### src/shared/ramp_regs.vh
// register map, reset values and timing constants of the analog ramp generator
// Functional notes
// - enable rise: start/stop level 200 ms, then ramp
// - enable fall: level to offset at once
// - select 0 picks level one, 1 level two
// - select change ramps from present level
// - stop rise: ramp down, hold, then offset
// - current level never exceeds ceiling; after a ceiling write the level can stay above it for up to two ticks
// - start/stop level is offset plus start offset
// - rate in steps per second, 1..10000
// - output is (level-offset)/gain, clamped 0..32767
// - level recomputed once per 100 ms tick
// - after stop, restart needs stop and enable low
`ifndef RAMP_REGS_VH
`define RAMP_REGS_VH

// ----------------------------------------------------------------------
// register offsets (byte addresses)
// ----------------------------------------------------------------------
`define OFS_TARGET_ONE    12'h000
`define OFS_TARGET_TWO    12'h004
`define OFS_CEILING       12'h008
`define OFS_START_OFFSET  12'h00c
`define OFS_RATE          12'h010
`define OFS_GAIN          12'h014
`define OFS_LEVEL_OFFSET  12'h018
`define OFS_CUR_LEVEL     12'h01c
`define OFS_STATUS        12'h020

// ----------------------------------------------------------------------
// reset values
// ----------------------------------------------------------------------
`define RST_TARGET        16'h0000
`define RST_CEILING       16'h4e20
`define RST_START_OFFSET  15'h0000
`define RST_RATE          14'h0001
`define RST_GAIN          10'h064
`define RST_LEVEL_OFFSET  16'h0000

// ----------------------------------------------------------------------
// timing
// ----------------------------------------------------------------------
`define CLK_MHZ           200
`define TICK_MS           100
`define TICK_CYCLES       (`TICK_MS * `CLK_MHZ * 1000)
`define TICKS_PER_SEC     (1000 / `TICK_MS)
`define GAIN_SCALE        100
`define OUT_MAX           15'h7fff

`endif

### src/hw/ramp_scale.v
// scaled output stage: (level - offset) / gain with clamp
`timescale 1ns/1ps
`include "ramp_regs.vh"
module ramp_scale (
    input  wire               pclk,
    input  wire               presetn,
    input  wire signed [17:0] level,
    input  wire signed [17:0] offset,
    input  wire        [9:0]  gain,
    output reg         [14:0] scaled
);
    // ------------------------------------------------------------------
    // arithmetic
    // ------------------------------------------------------------------
    // gain is held in hundredths, so the difference is scaled by 100 first
    wire signed [18:0] diff   = {level[17], level} - {offset[17], offset};
    wire signed [26:0] num    = diff * 27'sd100;
    wire        [26:0] quo    = $unsigned(num) / {17'h00000, gain};
    reg         [14:0] scaled_nxt;

    always @* begin
        if (diff <= 19'sd0) begin
            scaled_nxt = 15'h0000;
        end else if (gain == 10'h000) begin
            scaled_nxt = `OUT_MAX;                          // divide by zero saturates
        end else if (quo > {12'h000, `OUT_MAX}) begin
            scaled_nxt = `OUT_MAX;
        end else begin
            scaled_nxt = quo[14:0];
        end
    end

    // registered so the output is a clean flop
    always @(posedge pclk or negedge presetn) begin
        if (!presetn) begin
            scaled <= 15'h0000;
        end else begin
            scaled <= scaled_nxt;
        end
    end
endmodule // ramp_scale

### src/hw/ramp_gen.v
// analog ramp generator with apb configuration registers
//
// Design decisions made here: the APB slave port and the address map.
`timescale 1ns/1ps
`include "ramp_regs.vh"
module ramp_gen #(
    parameter TICK_CYCLES = `TICK_CYCLES
) (
    input  wire        pclk,
    input  wire        presetn,
    input  wire        psel,
    input  wire        penable,
    input  wire        pwrite,
    input  wire [11:0] paddr,
    input  wire [31:0] pwdata,
    output wire        pready,
    output reg  [31:0] prdata,
    output wire        pslverr,
    input  wire        enable,
    input  wire        level_select,
    input  wire        decel_stop,
    output wire [14:0] scaled_output,
    output wire [17:0] current_level
);
    // ------------------------------------------------------------------
    // states
    // ------------------------------------------------------------------
    localparam [2:0] ST_IDLE  = 3'd0;
    localparam [2:0] ST_START = 3'd1;
    localparam [2:0] ST_RAMP  = 3'd2;
    localparam [2:0] ST_DECEL = 3'd3;
    localparam [2:0] ST_HOLD  = 3'd4;
    localparam [2:0] ST_LOCK  = 3'd5;
    localparam integer TICK_LAST_I = TICK_CYCLES - 1;
    // tick counter is 25 bits, enough for 100 ms at 200 MHz
    localparam [24:0] TICK_LAST = TICK_LAST_I[24:0];

    reg        [15:0] target_one_r;
    reg        [15:0] target_two_r;
    reg        [15:0] ceiling_r;
    reg        [14:0] start_offset_r;
    reg        [13:0] rate_r;
    reg        [9:0]  gain_r;
    reg        [15:0] level_offset_r;
    reg signed [17:0] level_r;
    reg        [2:0]  state_r;
    reg        [3:0]  frac_r;
    reg        [24:0] tick_cnt_r;
    reg               tick_r;
    reg               en_prev_r;
    reg               stop_prev_r;

    // ------------------------------------------------------------------
    // helpers
    // ------------------------------------------------------------------
    // signed 16-bit register to 18-bit working width
    function signed [17:0] sx16;
        input [15:0] v;
        begin
            sx16 = {{2{v[15]}}, v};
        end
    endfunction

    // never let any level pass the ceiling
    function signed [17:0] clamp_ceil;
        input signed [17:0] v;
        input signed [17:0] c;
        begin
            clamp_ceil = (v > c) ? c : v;
        end
    endfunction

    // one step toward the goal without overshooting it
    function signed [17:0] move_to;
        input signed [17:0] cur;
        input signed [17:0] tgt;
        input        [9:0]  step;
        reg   signed [17:0] s;
        begin
            s = {8'h00, step};
            if (cur < tgt) begin
                move_to = (tgt - cur > s) ? cur + s : tgt;
            end else begin
                move_to = (cur - tgt > s) ? cur - s : tgt;
            end
        end
    endfunction

    // ------------------------------------------------------------------
    // derived levels
    // ------------------------------------------------------------------
    wire signed [17:0] ceil_lvl  = sx16(ceiling_r);
    wire signed [17:0] base_lvl  = clamp_ceil(sx16(level_offset_r), ceil_lvl);
    wire signed [17:0] ss_lvl    = clamp_ceil(sx16(level_offset_r) + {3'b000, start_offset_r}, ceil_lvl);
    wire signed [17:0] tgt_lvl   = clamp_ceil(level_select ? sx16(target_two_r) : sx16(target_one_r),
                                              ceil_lvl);
    // rate is per second; carry the remainder so slow rates still move
    wire        [13:0] rate_sum  = rate_r + {10'h000, frac_r};
    wire        [13:0] step_full = rate_sum / 14'd10;
    wire        [13:0] frac_full = rate_sum % 14'd10;
    wire        [9:0]  step      = step_full[9:0];
    wire               en_rise   = enable & ~en_prev_r;
    wire               stop_rise = decel_stop & ~stop_prev_r;

    // ------------------------------------------------------------------
    // 100 ms update tick
    // ------------------------------------------------------------------
    always @(posedge pclk or negedge presetn) begin
        if (!presetn) begin
            tick_cnt_r <= 25'h0000000;
            tick_r     <= 1'b0;
        end else if (tick_cnt_r == TICK_LAST) begin
            tick_cnt_r <= 25'h0000000;
            tick_r     <= 1'b1;
        end else begin
            tick_cnt_r <= tick_cnt_r + 25'h0000001;
            tick_r     <= 1'b0;
        end
    end

    // inputs come from logic on this clock; edges are judged per tick
    always @(posedge pclk or negedge presetn) begin
        if (!presetn) begin
            en_prev_r   <= 1'b0;
            stop_prev_r <= 1'b0;
        end else if (tick_r) begin
            en_prev_r   <= enable;
            stop_prev_r <= decel_stop;
        end
    end

    // ------------------------------------------------------------------
    // ramp state machine
    // ------------------------------------------------------------------
    always @(posedge pclk or negedge presetn) begin
        if (!presetn) begin
            state_r <= ST_IDLE;
            level_r <= 18'sd0;
            frac_r  <= 4'h0;
        end else if (!enable) begin
            // dropping enable acts at once, not on the tick
            level_r <= base_lvl;
            frac_r  <= 4'h0;
            state_r <= (state_r == ST_LOCK && decel_stop) ? ST_LOCK : ST_IDLE;
        end else if (tick_r) begin
            case (state_r)
                ST_IDLE: begin
                    level_r <= base_lvl;
                    if (en_rise && !decel_stop) begin
                        level_r <= ss_lvl;
                        state_r <= ST_START;
                    end
                end
                ST_START: begin
                    // one full tick spent at the start/stop level
                    state_r <= stop_rise ? ST_DECEL : ST_RAMP;
                    level_r <= clamp_ceil(level_r, ceil_lvl);
                end
                ST_RAMP: begin
                    frac_r <= frac_full[3:0];
                    if (stop_rise) begin
                        state_r <= ST_DECEL;
                    end else begin
                        // goal follows select, so a change just redirects
                        level_r <= clamp_ceil(move_to(level_r, tgt_lvl, step), ceil_lvl);
                    end
                end
                ST_DECEL: begin
                    frac_r  <= frac_full[3:0];
                    level_r <= clamp_ceil(move_to(level_r, ss_lvl, step), ceil_lvl);
                    if (move_to(level_r, ss_lvl, step) == ss_lvl) begin
                        state_r <= ST_HOLD;
                    end
                end
                ST_HOLD: begin
                    level_r <= base_lvl;
                    state_r <= ST_LOCK;
                end
                ST_LOCK: begin
                    level_r <= base_lvl;
                end
                default: begin
                    state_r <= ST_IDLE;
                    level_r <= base_lvl;
                end
            endcase
        end
    end

    assign current_level = level_r;

    // ------------------------------------------------------------------
    // scaled output
    // ------------------------------------------------------------------
    ramp_scale u_scale (
        .pclk    (pclk),
        .presetn (presetn),
        .level   (level_r),
        .offset  (sx16(level_offset_r)),
        .gain    (gain_r),
        .scaled  (scaled_output)
    );

    // ------------------------------------------------------------------
    // apb slave
    // ------------------------------------------------------------------
    wire acc     = psel & penable;
    wire wr      = acc & pwrite;
    wire mapped  = (paddr == `OFS_TARGET_ONE) || (paddr == `OFS_TARGET_TWO) ||
                   (paddr == `OFS_CEILING) || (paddr == `OFS_START_OFFSET) ||
                   (paddr == `OFS_RATE) || (paddr == `OFS_GAIN) ||
                   (paddr == `OFS_LEVEL_OFFSET) || (paddr == `OFS_CUR_LEVEL) ||
                   (paddr == `OFS_STATUS);
    reg  [31:0] rd_nxt;

    assign pready  = 1'b1;
    assign pslverr = acc & ~mapped;

    // configuration writes; rate below one is forced to one
    always @(posedge pclk or negedge presetn) begin
        if (!presetn) begin
            target_one_r   <= `RST_TARGET;
            target_two_r   <= `RST_TARGET;
            ceiling_r      <= `RST_CEILING;
            start_offset_r <= `RST_START_OFFSET;
            rate_r         <= `RST_RATE;
            gain_r         <= `RST_GAIN;
            level_offset_r <= `RST_LEVEL_OFFSET;
        end else if (wr) begin
            case (paddr)
                `OFS_TARGET_ONE:   target_one_r   <= pwdata[15:0];
                `OFS_TARGET_TWO:   target_two_r   <= pwdata[15:0];
                `OFS_CEILING:      ceiling_r      <= pwdata[15:0];
                `OFS_START_OFFSET: start_offset_r <= pwdata[14:0];
                `OFS_RATE:         rate_r         <= (pwdata[13:0] == 14'h0000) ? 14'h0001 : pwdata[13:0];
                `OFS_GAIN:         gain_r         <= pwdata[9:0];
                `OFS_LEVEL_OFFSET: level_offset_r <= pwdata[15:0];
                default:           ;
            endcase
        end
    end

    // read mux; level fields are sign-extended to 32 bits
    always @* begin
        case (paddr)
            `OFS_TARGET_ONE:   rd_nxt = {{16{target_one_r[15]}}, target_one_r};
            `OFS_TARGET_TWO:   rd_nxt = {{16{target_two_r[15]}}, target_two_r};
            `OFS_CEILING:      rd_nxt = {{16{ceiling_r[15]}}, ceiling_r};
            `OFS_START_OFFSET: rd_nxt = {17'h00000, start_offset_r};
            `OFS_RATE:         rd_nxt = {18'h00000, rate_r};
            `OFS_GAIN:         rd_nxt = {22'h000000, gain_r};
            `OFS_LEVEL_OFFSET: rd_nxt = {{16{level_offset_r[15]}}, level_offset_r};
            `OFS_CUR_LEVEL:    rd_nxt = {{14{level_r[17]}}, level_r};
            `OFS_STATUS:       rd_nxt = {13'h0000, state_r, 1'b0, scaled_output};
            default:           rd_nxt = 32'h00000000;
        endcase
    end

    // captured in the setup cycle, stable through the access cycle
    always @(posedge pclk or negedge presetn) begin
        if (!presetn) begin
            prdata <= 32'h00000000;
        end else if (psel && !penable && !pwrite) begin
            prdata <= rd_nxt;
        end
    end
endmodule // ramp_gen

### config.mk
export PLATFORM = sky130hd
export DESIGN_NAME = ramp_gen
export DESIGN_NICKNAME = d
export VERILOG_FILES = /design/src/hw/ramp_scale.v /design/src/hw/ramp_gen.v
export VERILOG_INCLUDE_DIRS = /design/src /design/src/shared
export SDC_FILE = /design/constraint.sdc
export NUM_CORES = 2
export LEC_CHECK = 0
export BUFFER_PORTS_ARGS = -buffer_cell sky130_fd_sc_hd__buf_2
export CELL_PAD_IN_SITES_DETAIL_PLACEMENT = 1
export CELL_PAD_IN_SITES_GLOBAL_PLACEMENT = 2
export CORE_AREA = 2 2 359 361
export CTS_CLUSTER_DIAMETER = 30
export CTS_CLUSTER_SIZE = 20
export DETAILED_ROUTE_END_ITERATION = 6
export DIE_AREA = 0 0 361 363
export PLACE_DENSITY_LB_ADDON = 0.1
export SETUP_SLACK_MARGIN = 0.5
export SYNTH_ARGS = -nofsm -noshare
export SYNTH_HDL_FRONTEND = slang
export SYNTH_SLANG_ARGS = --single-unit
### constraint.sdc
create_clock -name pclk -period 67.9 [get_ports pclk]
set_input_delay 16.975 -clock pclk [delete_from_list [all_inputs] [get_ports pclk]]
set_output_delay 16.975 -clock pclk [all_outputs]
set_load 0.02 [all_outputs]
# Word-level counts from Yosys, hierarchy flattened
# Cells that the tools add are included.
# word_totals
ff_bits	203
latchBits	0
ram_bits	0
rom_bits	0
inputBits	52
out_inout_bits	67
wordCells	148
n_memories	0
# classes
n_addsub	10
multipliers	1
n_div	3
magnitude_cmp	14
eq_ne	23
n_shift	0
n_mux	43
bitwise_logic	8
n_reduce_logical	30
# op_table
op	count
2-to-1 mux 18 bit	24
case mux 32 bit (9 select lines)	1
> comparator 18 x 11 -> 1 bit	4
> comparator 18 x 16 -> 1 bit	4
case mux 18 bit (4 select lines)	1
subtractor 18 bit	4
equality test 12 x 5 -> 1 bit (second input constant)	4
2-to-1 mux 15 bit	3
< comparator 18 bit	2
divider 27 x 10 -> 27 bit	1
> comparator 27 x 15 -> 1 bit (second input constant)	1
adder 25 x 1 -> 25 bit (second input constant)	1
equality test 25 bit (second input constant)	1
multiplier 19 x 6 -> 25 bit (second input constant)	1
2-to-1 mux 25 bit	1
equality test 12 x 4 -> 1 bit (second input constant)	2
<= comparator 19 x 1 -> 1 bit (second input constant)	1
subtractor 18 x 16 -> 19 bit	1
adder 18 x 11 -> 18 bit	1
equality test 18 bit	1
2-to-1 mux 3 bit	6
case mux 3 bit (6 select lines)	1
subtractor 18 x 11 -> 18 bit	1
adder 16 x 16 -> 17 bit	1
29 further kinds	64

# Longest topological paths before layout
# logic_depth
word_depth	17
depth_mapped	401
ltp_nobuf	375

# Cells and area by module
# From an unflattened synthesis, not the netlist that was laid out.
# hier_totals
cells_unflattened	5155
hier_area_um2	40012.1
# by_module_without_submodules
module	instances	cells_per_inst	area_per_inst_um2
ramp_gen	1	2493	20792.4
ramp_scale	1	2662	19219.7

# Worst setup path before layout
# Ideal clock, no wire load.
# synth_path
kind	register to register
startpoint	register level_r[1] (netlist: current_level[1])
endpoint	register u_scale.scaled[0]
t_arrival_ps	75242
required_ps	67748
setup_slack_ps	-7494
path_stages_with_launch	383
path_buffers	29
synth_period_minus_slack_ps	75394
cell_sequence	dfrtp_1 -> inv_1 -> fa_1 -> nor2b_1 -> o31a_1 -> nor3_1 -> o31ai_1 -> a21oi_1 -> nor2_1 -> nor2_1 -> xnor2_1 -> ha_1 -> ha_1 -> xor2_1 -> ha_1 -> ha_1 -> clkbuf_1 -> nand2_1 -> [347 not listed] -> and4_1 -> or3b_1 -> buf_2 -> mux2_1 -> ha_1 -> a21o_1 -> a21oi_1 -> nor2b_1 -> o21ai_0 -> nand2b_1 -> a21oi_1 -> nor2b_1 -> o21ai_0 -> nand2b_1 -> o21a_1 -> o31ai_1 -> and3_1 -> a31oi_1
# synth_via
elab_chain_len	7
word_cells_on_any_way	8
cone_classes	add/sub: 1; mul: 1; div: 1; order compare: 2; mux: 3
# synth_lines
element	line	rtl
start: declaration	ramp_gen.v:45	reg signed [17:0] level_r;
start signal: assignment	ramp_gen.v:142	level_r <= base_lvl;
start signal: assignment	ramp_gen.v:148	level_r <= base_lvl;
start signal: assignment	ramp_gen.v:150	level_r <= ss_lvl;
subtractor 18 x 16 -> 19 bit *	ramp_scale.v:16	wire signed [18:0] diff = {level[17], level} - {offset[17], offset};
multiplier 19 x 6 -> 25 bit	ramp_scale.v:17	wire signed [26:0] num = diff * 27'sd100;
divider 27 x 10 -> 27 bit	ramp_scale.v:18	wire [26:0] quo = $unsigned(num) / {17'h00000, gain};
> comparator 27 x 15 -> 1 bit	ramp_scale.v:26	end else if (quo > {12'h000, `OUT_MAX}) begin
2-to-1 mux 15 bit	ramp_scale.v:26	
2-to-1 mux 15 bit	ramp_scale.v:24	end else if (gain == 10'h000) begin
2-to-1 mux 15 bit *	ramp_scale.v:22	if (diff <= 19'sd0) begin
net u_scale.scaled_nxt[0]	ramp_scale.v:19	reg [14:0] scaled_nxt;
end signal: assignment	ramp_scale.v:38	scaled <= scaled_nxt;
end: declaration	ramp_scale.v:10	output reg [14:0] scaled
# Mark *: on every way through the listed nets, which the timed path passes. The rest lies on a longest branch.
# A chain may end at the register's enable or synchronous reset.

# Worst setup path after layout
# Ends and elaborated chain as after synthesis.

==> impl_metrics.py <==
metrics = {
    "synthesis": {
        "synth.yosys.seq_area_share_pct": 12.6,
        "netlist_area_before_placement_sq_um": 37900,
        "yosys.cell_types.count": 133,
        "post_synth_inst_count": 4921,
        "postSynth.asyncResetShare_pct": 100,
        "mappedNetlistNets": 5561,
        "synth.top_cell.area_share_pct": 18.6,
        "number_of_enable_type_register_cells_in_the_synthesized_netlist": 0,
        "ys_seq_elements": 191,
        "yosys_warnings": 0,
        "synth_area_leader_cell": "sky130_fd_sc_hd__ha_1",
        "synthTopCellsByArea": "sky130_fd_sc_hd__ha_1 (19%), sky130_fd_sc_hd__dfrtp_1 (12%), sky130_fd_sc_hd__xnor2_1 (4.8%)",
        "syn_avg_cell_area_sq_um": 7.71,
        "yosys_most_used_dff": "sky130_fd_sc_hd__dfrtp_1",
    },
    "setup_path": {
        "critical-path-top-delay-family": "compound AO/OA/AOI/OAI gates",
        "timing.rr.end": "u_scale.scaled[0]$_DFF_PN0_",
        "cpMaxStageDelayCell": "sky130_fd_sc_hd__or4_4",
        "cpMostUsedCell": "sky130_fd_sc_hd__o21a_1",
        "critPathKind": "flop to flop",
        "critPathMaxFanout": 7,
        "r2r.worst_path.cells": 369,
        "worst-endpoint-arrival_ps": 66800,
        "cp.buffers_inverters": 24,
        "setup.worst_path.end_class": "flop",
        "critical_path_required_ps": 68240,
        "critical_path_s_largest_stage_delay_ps": 560,
        "crit-reg2reg-launch": "current_level[1]$_DFFE_PN0P_",
        "setup.worst_path.start_class": "flop",
        "regToRegSetupSlack_ps": 1440,
    },
    "clock_network": {
        "clkTransAtPathRegs_ps": 90,
        "cts_tree": "built",
        "ctsRootBufferMaster": "sky130_fd_sc_hd__clkbuf_16",
        "cts_hold_buf": 0,
        "htree_levels": 4,
        "cts_buffer_depth": 2,
        "insertion_delay_ps": 490,
        "clock_sinks": 191,
        "cts_buffers": 17,
    },
    "sta": {
        "slew_violations": 0,
        "period_minus_slack_ps": 66460,
        "unrepaired_setup_endpoints_after_global_routing": "true",
        "post-route-period-util_pct": 97.9,
        "final-hold-violation-count": 0,
        "max_freq_ghz": 0.0150,
        "setup-violations-final": 0,
        "finalClockSkew_ps": 21.3,
        "tns_ps": 0,
        "relative_slew_slack_pct": 29.3,
        "timing_worst_slew_pin_value_ps": 1060,
    },
    "placed_design": {
        "dp.final_hpwl_um": 135000,
        "port_buffers": 101,
        "placed_cells": 6974,
        "routabilityCongestion": 0.866,
    },
    "die": {
        "core_area_sq_um": 127000,
        "die-area_sq_um": 131000,
        "std_cell_rows": 131,
        "floorplan.die.height_um": 363,
        "die-width_um": 361,
        "start_util_pct": 29.9,
        "floorplan.io_pins": 119,
    },
    "routing": {
        "total_drc_errors_in_the_routed_layout": 0,
        "routed_wire_length_per_instance_um": 22.7,
        "route.met3.wl_um": 4330,
        "detail_route.vias_per_cell": 5.52,
        "met1_length_um": 72800,
        "num_vias": 39300,
        "top_layer": "met5",
        "wl_met2_um": 80100,
        "drt_iter0_markers": 1704,
        "route.antenna.remaining_nets": 0,
        "routed_wirelength_um": 162000,
        "firstDrtPassIters": 7,
    },
    "global_route": {
        "gr_overflow_total": 0,
        "initial_antenna_violation_count": 14,
        "grt_pass1_wl_um": 245000,
        "grt_util_all_layers_pct": 24.0,
        "grt_start_max_net_pins": 73,
        "number_of_global_route_vias_before_repair": 40200,
    },
    "min_path": {
        "worstHoldPathType": "flop to flop",
        "min_delay_worst_endpoint": "tick_cnt_r[6]$_DFF_PN0_",
        "min_path_cells": 1,
        "worst_hold_startpoint": "tick_cnt_r[6]$_DFF_PN0_",
    },
    "run": {
        "maxCapViolations": 0,
    },
    "finish": {
        "layout.core_utilization_pct": 36.5,
        "final-instance-count-excl-fill": 7121,
        "nets": 6085,
        "layout-drive-gt1-share_pct": 22.6,
        "syn2layout_area_growth_pct": 22.4,
        "num-fill-cells": 15300,
    },
    "status": {
        "status": "finished, final reports clean",
    },
}
==> how the worst max path moves through the flow <==
stage | from | slack (ps) | end | depth (start not counted)
after CTS | current_level[0]$_DFFE_PN0P_ | 540 | u_scale.scaled[0]$_DFF_PN0_ | 374
final | current_level[1]$_DFFE_PN0P_ | 1440 | u_scale.scaled[0]$_DFF_PN0_ | 369
after global routing | current_level[1]$_DFFE_PN0P_ | -2480 | u_scale.scaled[0]$_DFF_PN0_ | 373
after global placement | current_level[0]$_DFFE_PN0P_ | -800 | u_scale.scaled[0]$_DFF_PN0_ | 365
after floorplan | current_level[1]$_DFFE_PN0P_ | 500 | u_scale.scaled[0]$_DFF_PN0_ | 391
after detailed placement | current_level[0]$_DFFE_PN0P_ | -1260 | u_scale.scaled[0]$_DFF_PN0_ | 365
==> worst reg2reg max path, delay by kind of cell, from the launching register on <==
family	cells	cell delay, ps
AOI/OAI and AO/OA	207	34890
xor gates and xnor gates	2	510
adders and majority gates	32	9310
buffers and inverters	24	2740
DFF	1	410
muxes	11	2920
and+or+nand+nor	93	15500
==> metal layers <==
metal	global-route usage, %	vias up
met5	0	-
met4	6.46	16
met1	30.1	19400
li1	-	19300
met3	2.60	150
met2	43.5	423
==> cells in the final DEF (no fill, tap or decap), types with 79 or more instances in the layout <==
cell type,n
sky130_fd_sc_hd__buf_2,100
sky130_fd_sc_hd__buf_4,577
sky130_fd_sc_hd__nand3_1,98
sky130_fd_sc_hd__inv_1,246
sky130_fd_sc_hd__o21ai_0,256
sky130_fd_sc_hd__mux2_2,146
sky130_fd_sc_hd__nand2_1,362
sky130_fd_sc_hd__xor2_1,101
sky130_fd_sc_hd__dfrtp_1,179
sky130_fd_sc_hd__a21o_1,135
sky130_fd_sc_hd__xnor2_1,202
sky130_fd_sc_hd__nor2_1,384
sky130_fd_sc_hd__ha_1,536
sky130_fd_sc_hd__nor3_1,188
sky130_fd_sc_hd__a21oi_1,307
sky130_fd_sc_hd__o21a_1,169
sky130_fd_sc_hd__o31ai_1,79
==> cells in the mapped netlist, types with 71 or more instances <==
cell type                    n
sky130_fd_sc_hd__nand4_1    73
sky130_fd_sc_hd__dfrtp_1   182
sky130_fd_sc_hd__o21ai_0   292
sky130_fd_sc_hd__ha_1      564
sky130_fd_sc_hd__xor2_1    101
sky130_fd_sc_hd__a21o_1    137
sky130_fd_sc_hd__mux2i_1    81
sky130_fd_sc_hd__nand3_1   101
sky130_fd_sc_hd__inv_1     255
sky130_fd_sc_hd__o21a_1    169
sky130_fd_sc_hd__nor2b_1    71
sky130_fd_sc_hd__mux2_2    150
sky130_fd_sc_hd__nor3_1    194
sky130_fd_sc_hd__xnor2_1   208
sky130_fd_sc_hd__o31ai_1    91
sky130_fd_sc_hd__nor2_1    423
sky130_fd_sc_hd__clkbuf_1  149
sky130_fd_sc_hd__nand2_1   372
sky130_fd_sc_hd__a21oi_1   353
sky130_fd_sc_hd__nand2b_1   78
==> logic make-up after synthesis <==
group	Yosys count	share of synthesized area, %
AO/OA/AOI/OAI	1545	27.6
XOR/XNOR	311	7.22
adder cells (fa/ha/maj)	590	19.9
buffers and inverters	443	4.60
flip-flops	191	12.6
multiplexers	241	7.01
other	1	0.00989
AND/OR/NAND/NOR	1599	21.0
==> stage by stage <==
step / worst slack (ps) / hold WS, ps / area (sq um)
detailed placement: -1260 / 461 / 43900
floorplan: 503 / 438 / 38700
global route: -2480 / 499 / 46400
CTS: 544 / 479 / 45100
global placement: -804 / 455 / 43900
finish: 1440 / 477 / 46400
==> sequential cells by signal, indices dropped and copies added, names as in the netlist, 14 cells and up <==
register and flops:
u_scale.scaled 15, ceiling_r 16, level_offset_r 16, target_one_r 16, target_two_r 16, prdata 20, tick_cnt_r 25, current_level 18
start_offset_r 15, rate_r 14
==> what timing repair did <==
item	4_1_cts	5_1_grt
resized for setup	73	139
cloned	0	1
setup endpoints to repair	1	2
buffers inserted	31	82
pin swaps	49	155
==> layout make-up <==
class | instances | area, sq um | area share [%]
clock inverter | 14 | 195 | 0.420
clock buffer | 18 | 439 | 0.946
timing repair buffer | 690 | 5010 | 10.8
multi-input combinational | 4287 | 32900 | 70.9
tap | 1662 | 2080 | 4.48
sequential | 191 | 4790 | 10.3
antenna | 1 | 2.50 | 0.00539
inverter | 258 | 977 | 2.11
Power is not shown: default switching activity piles up to over one toggle a cycle in this logic, so the estimate is an artifact.
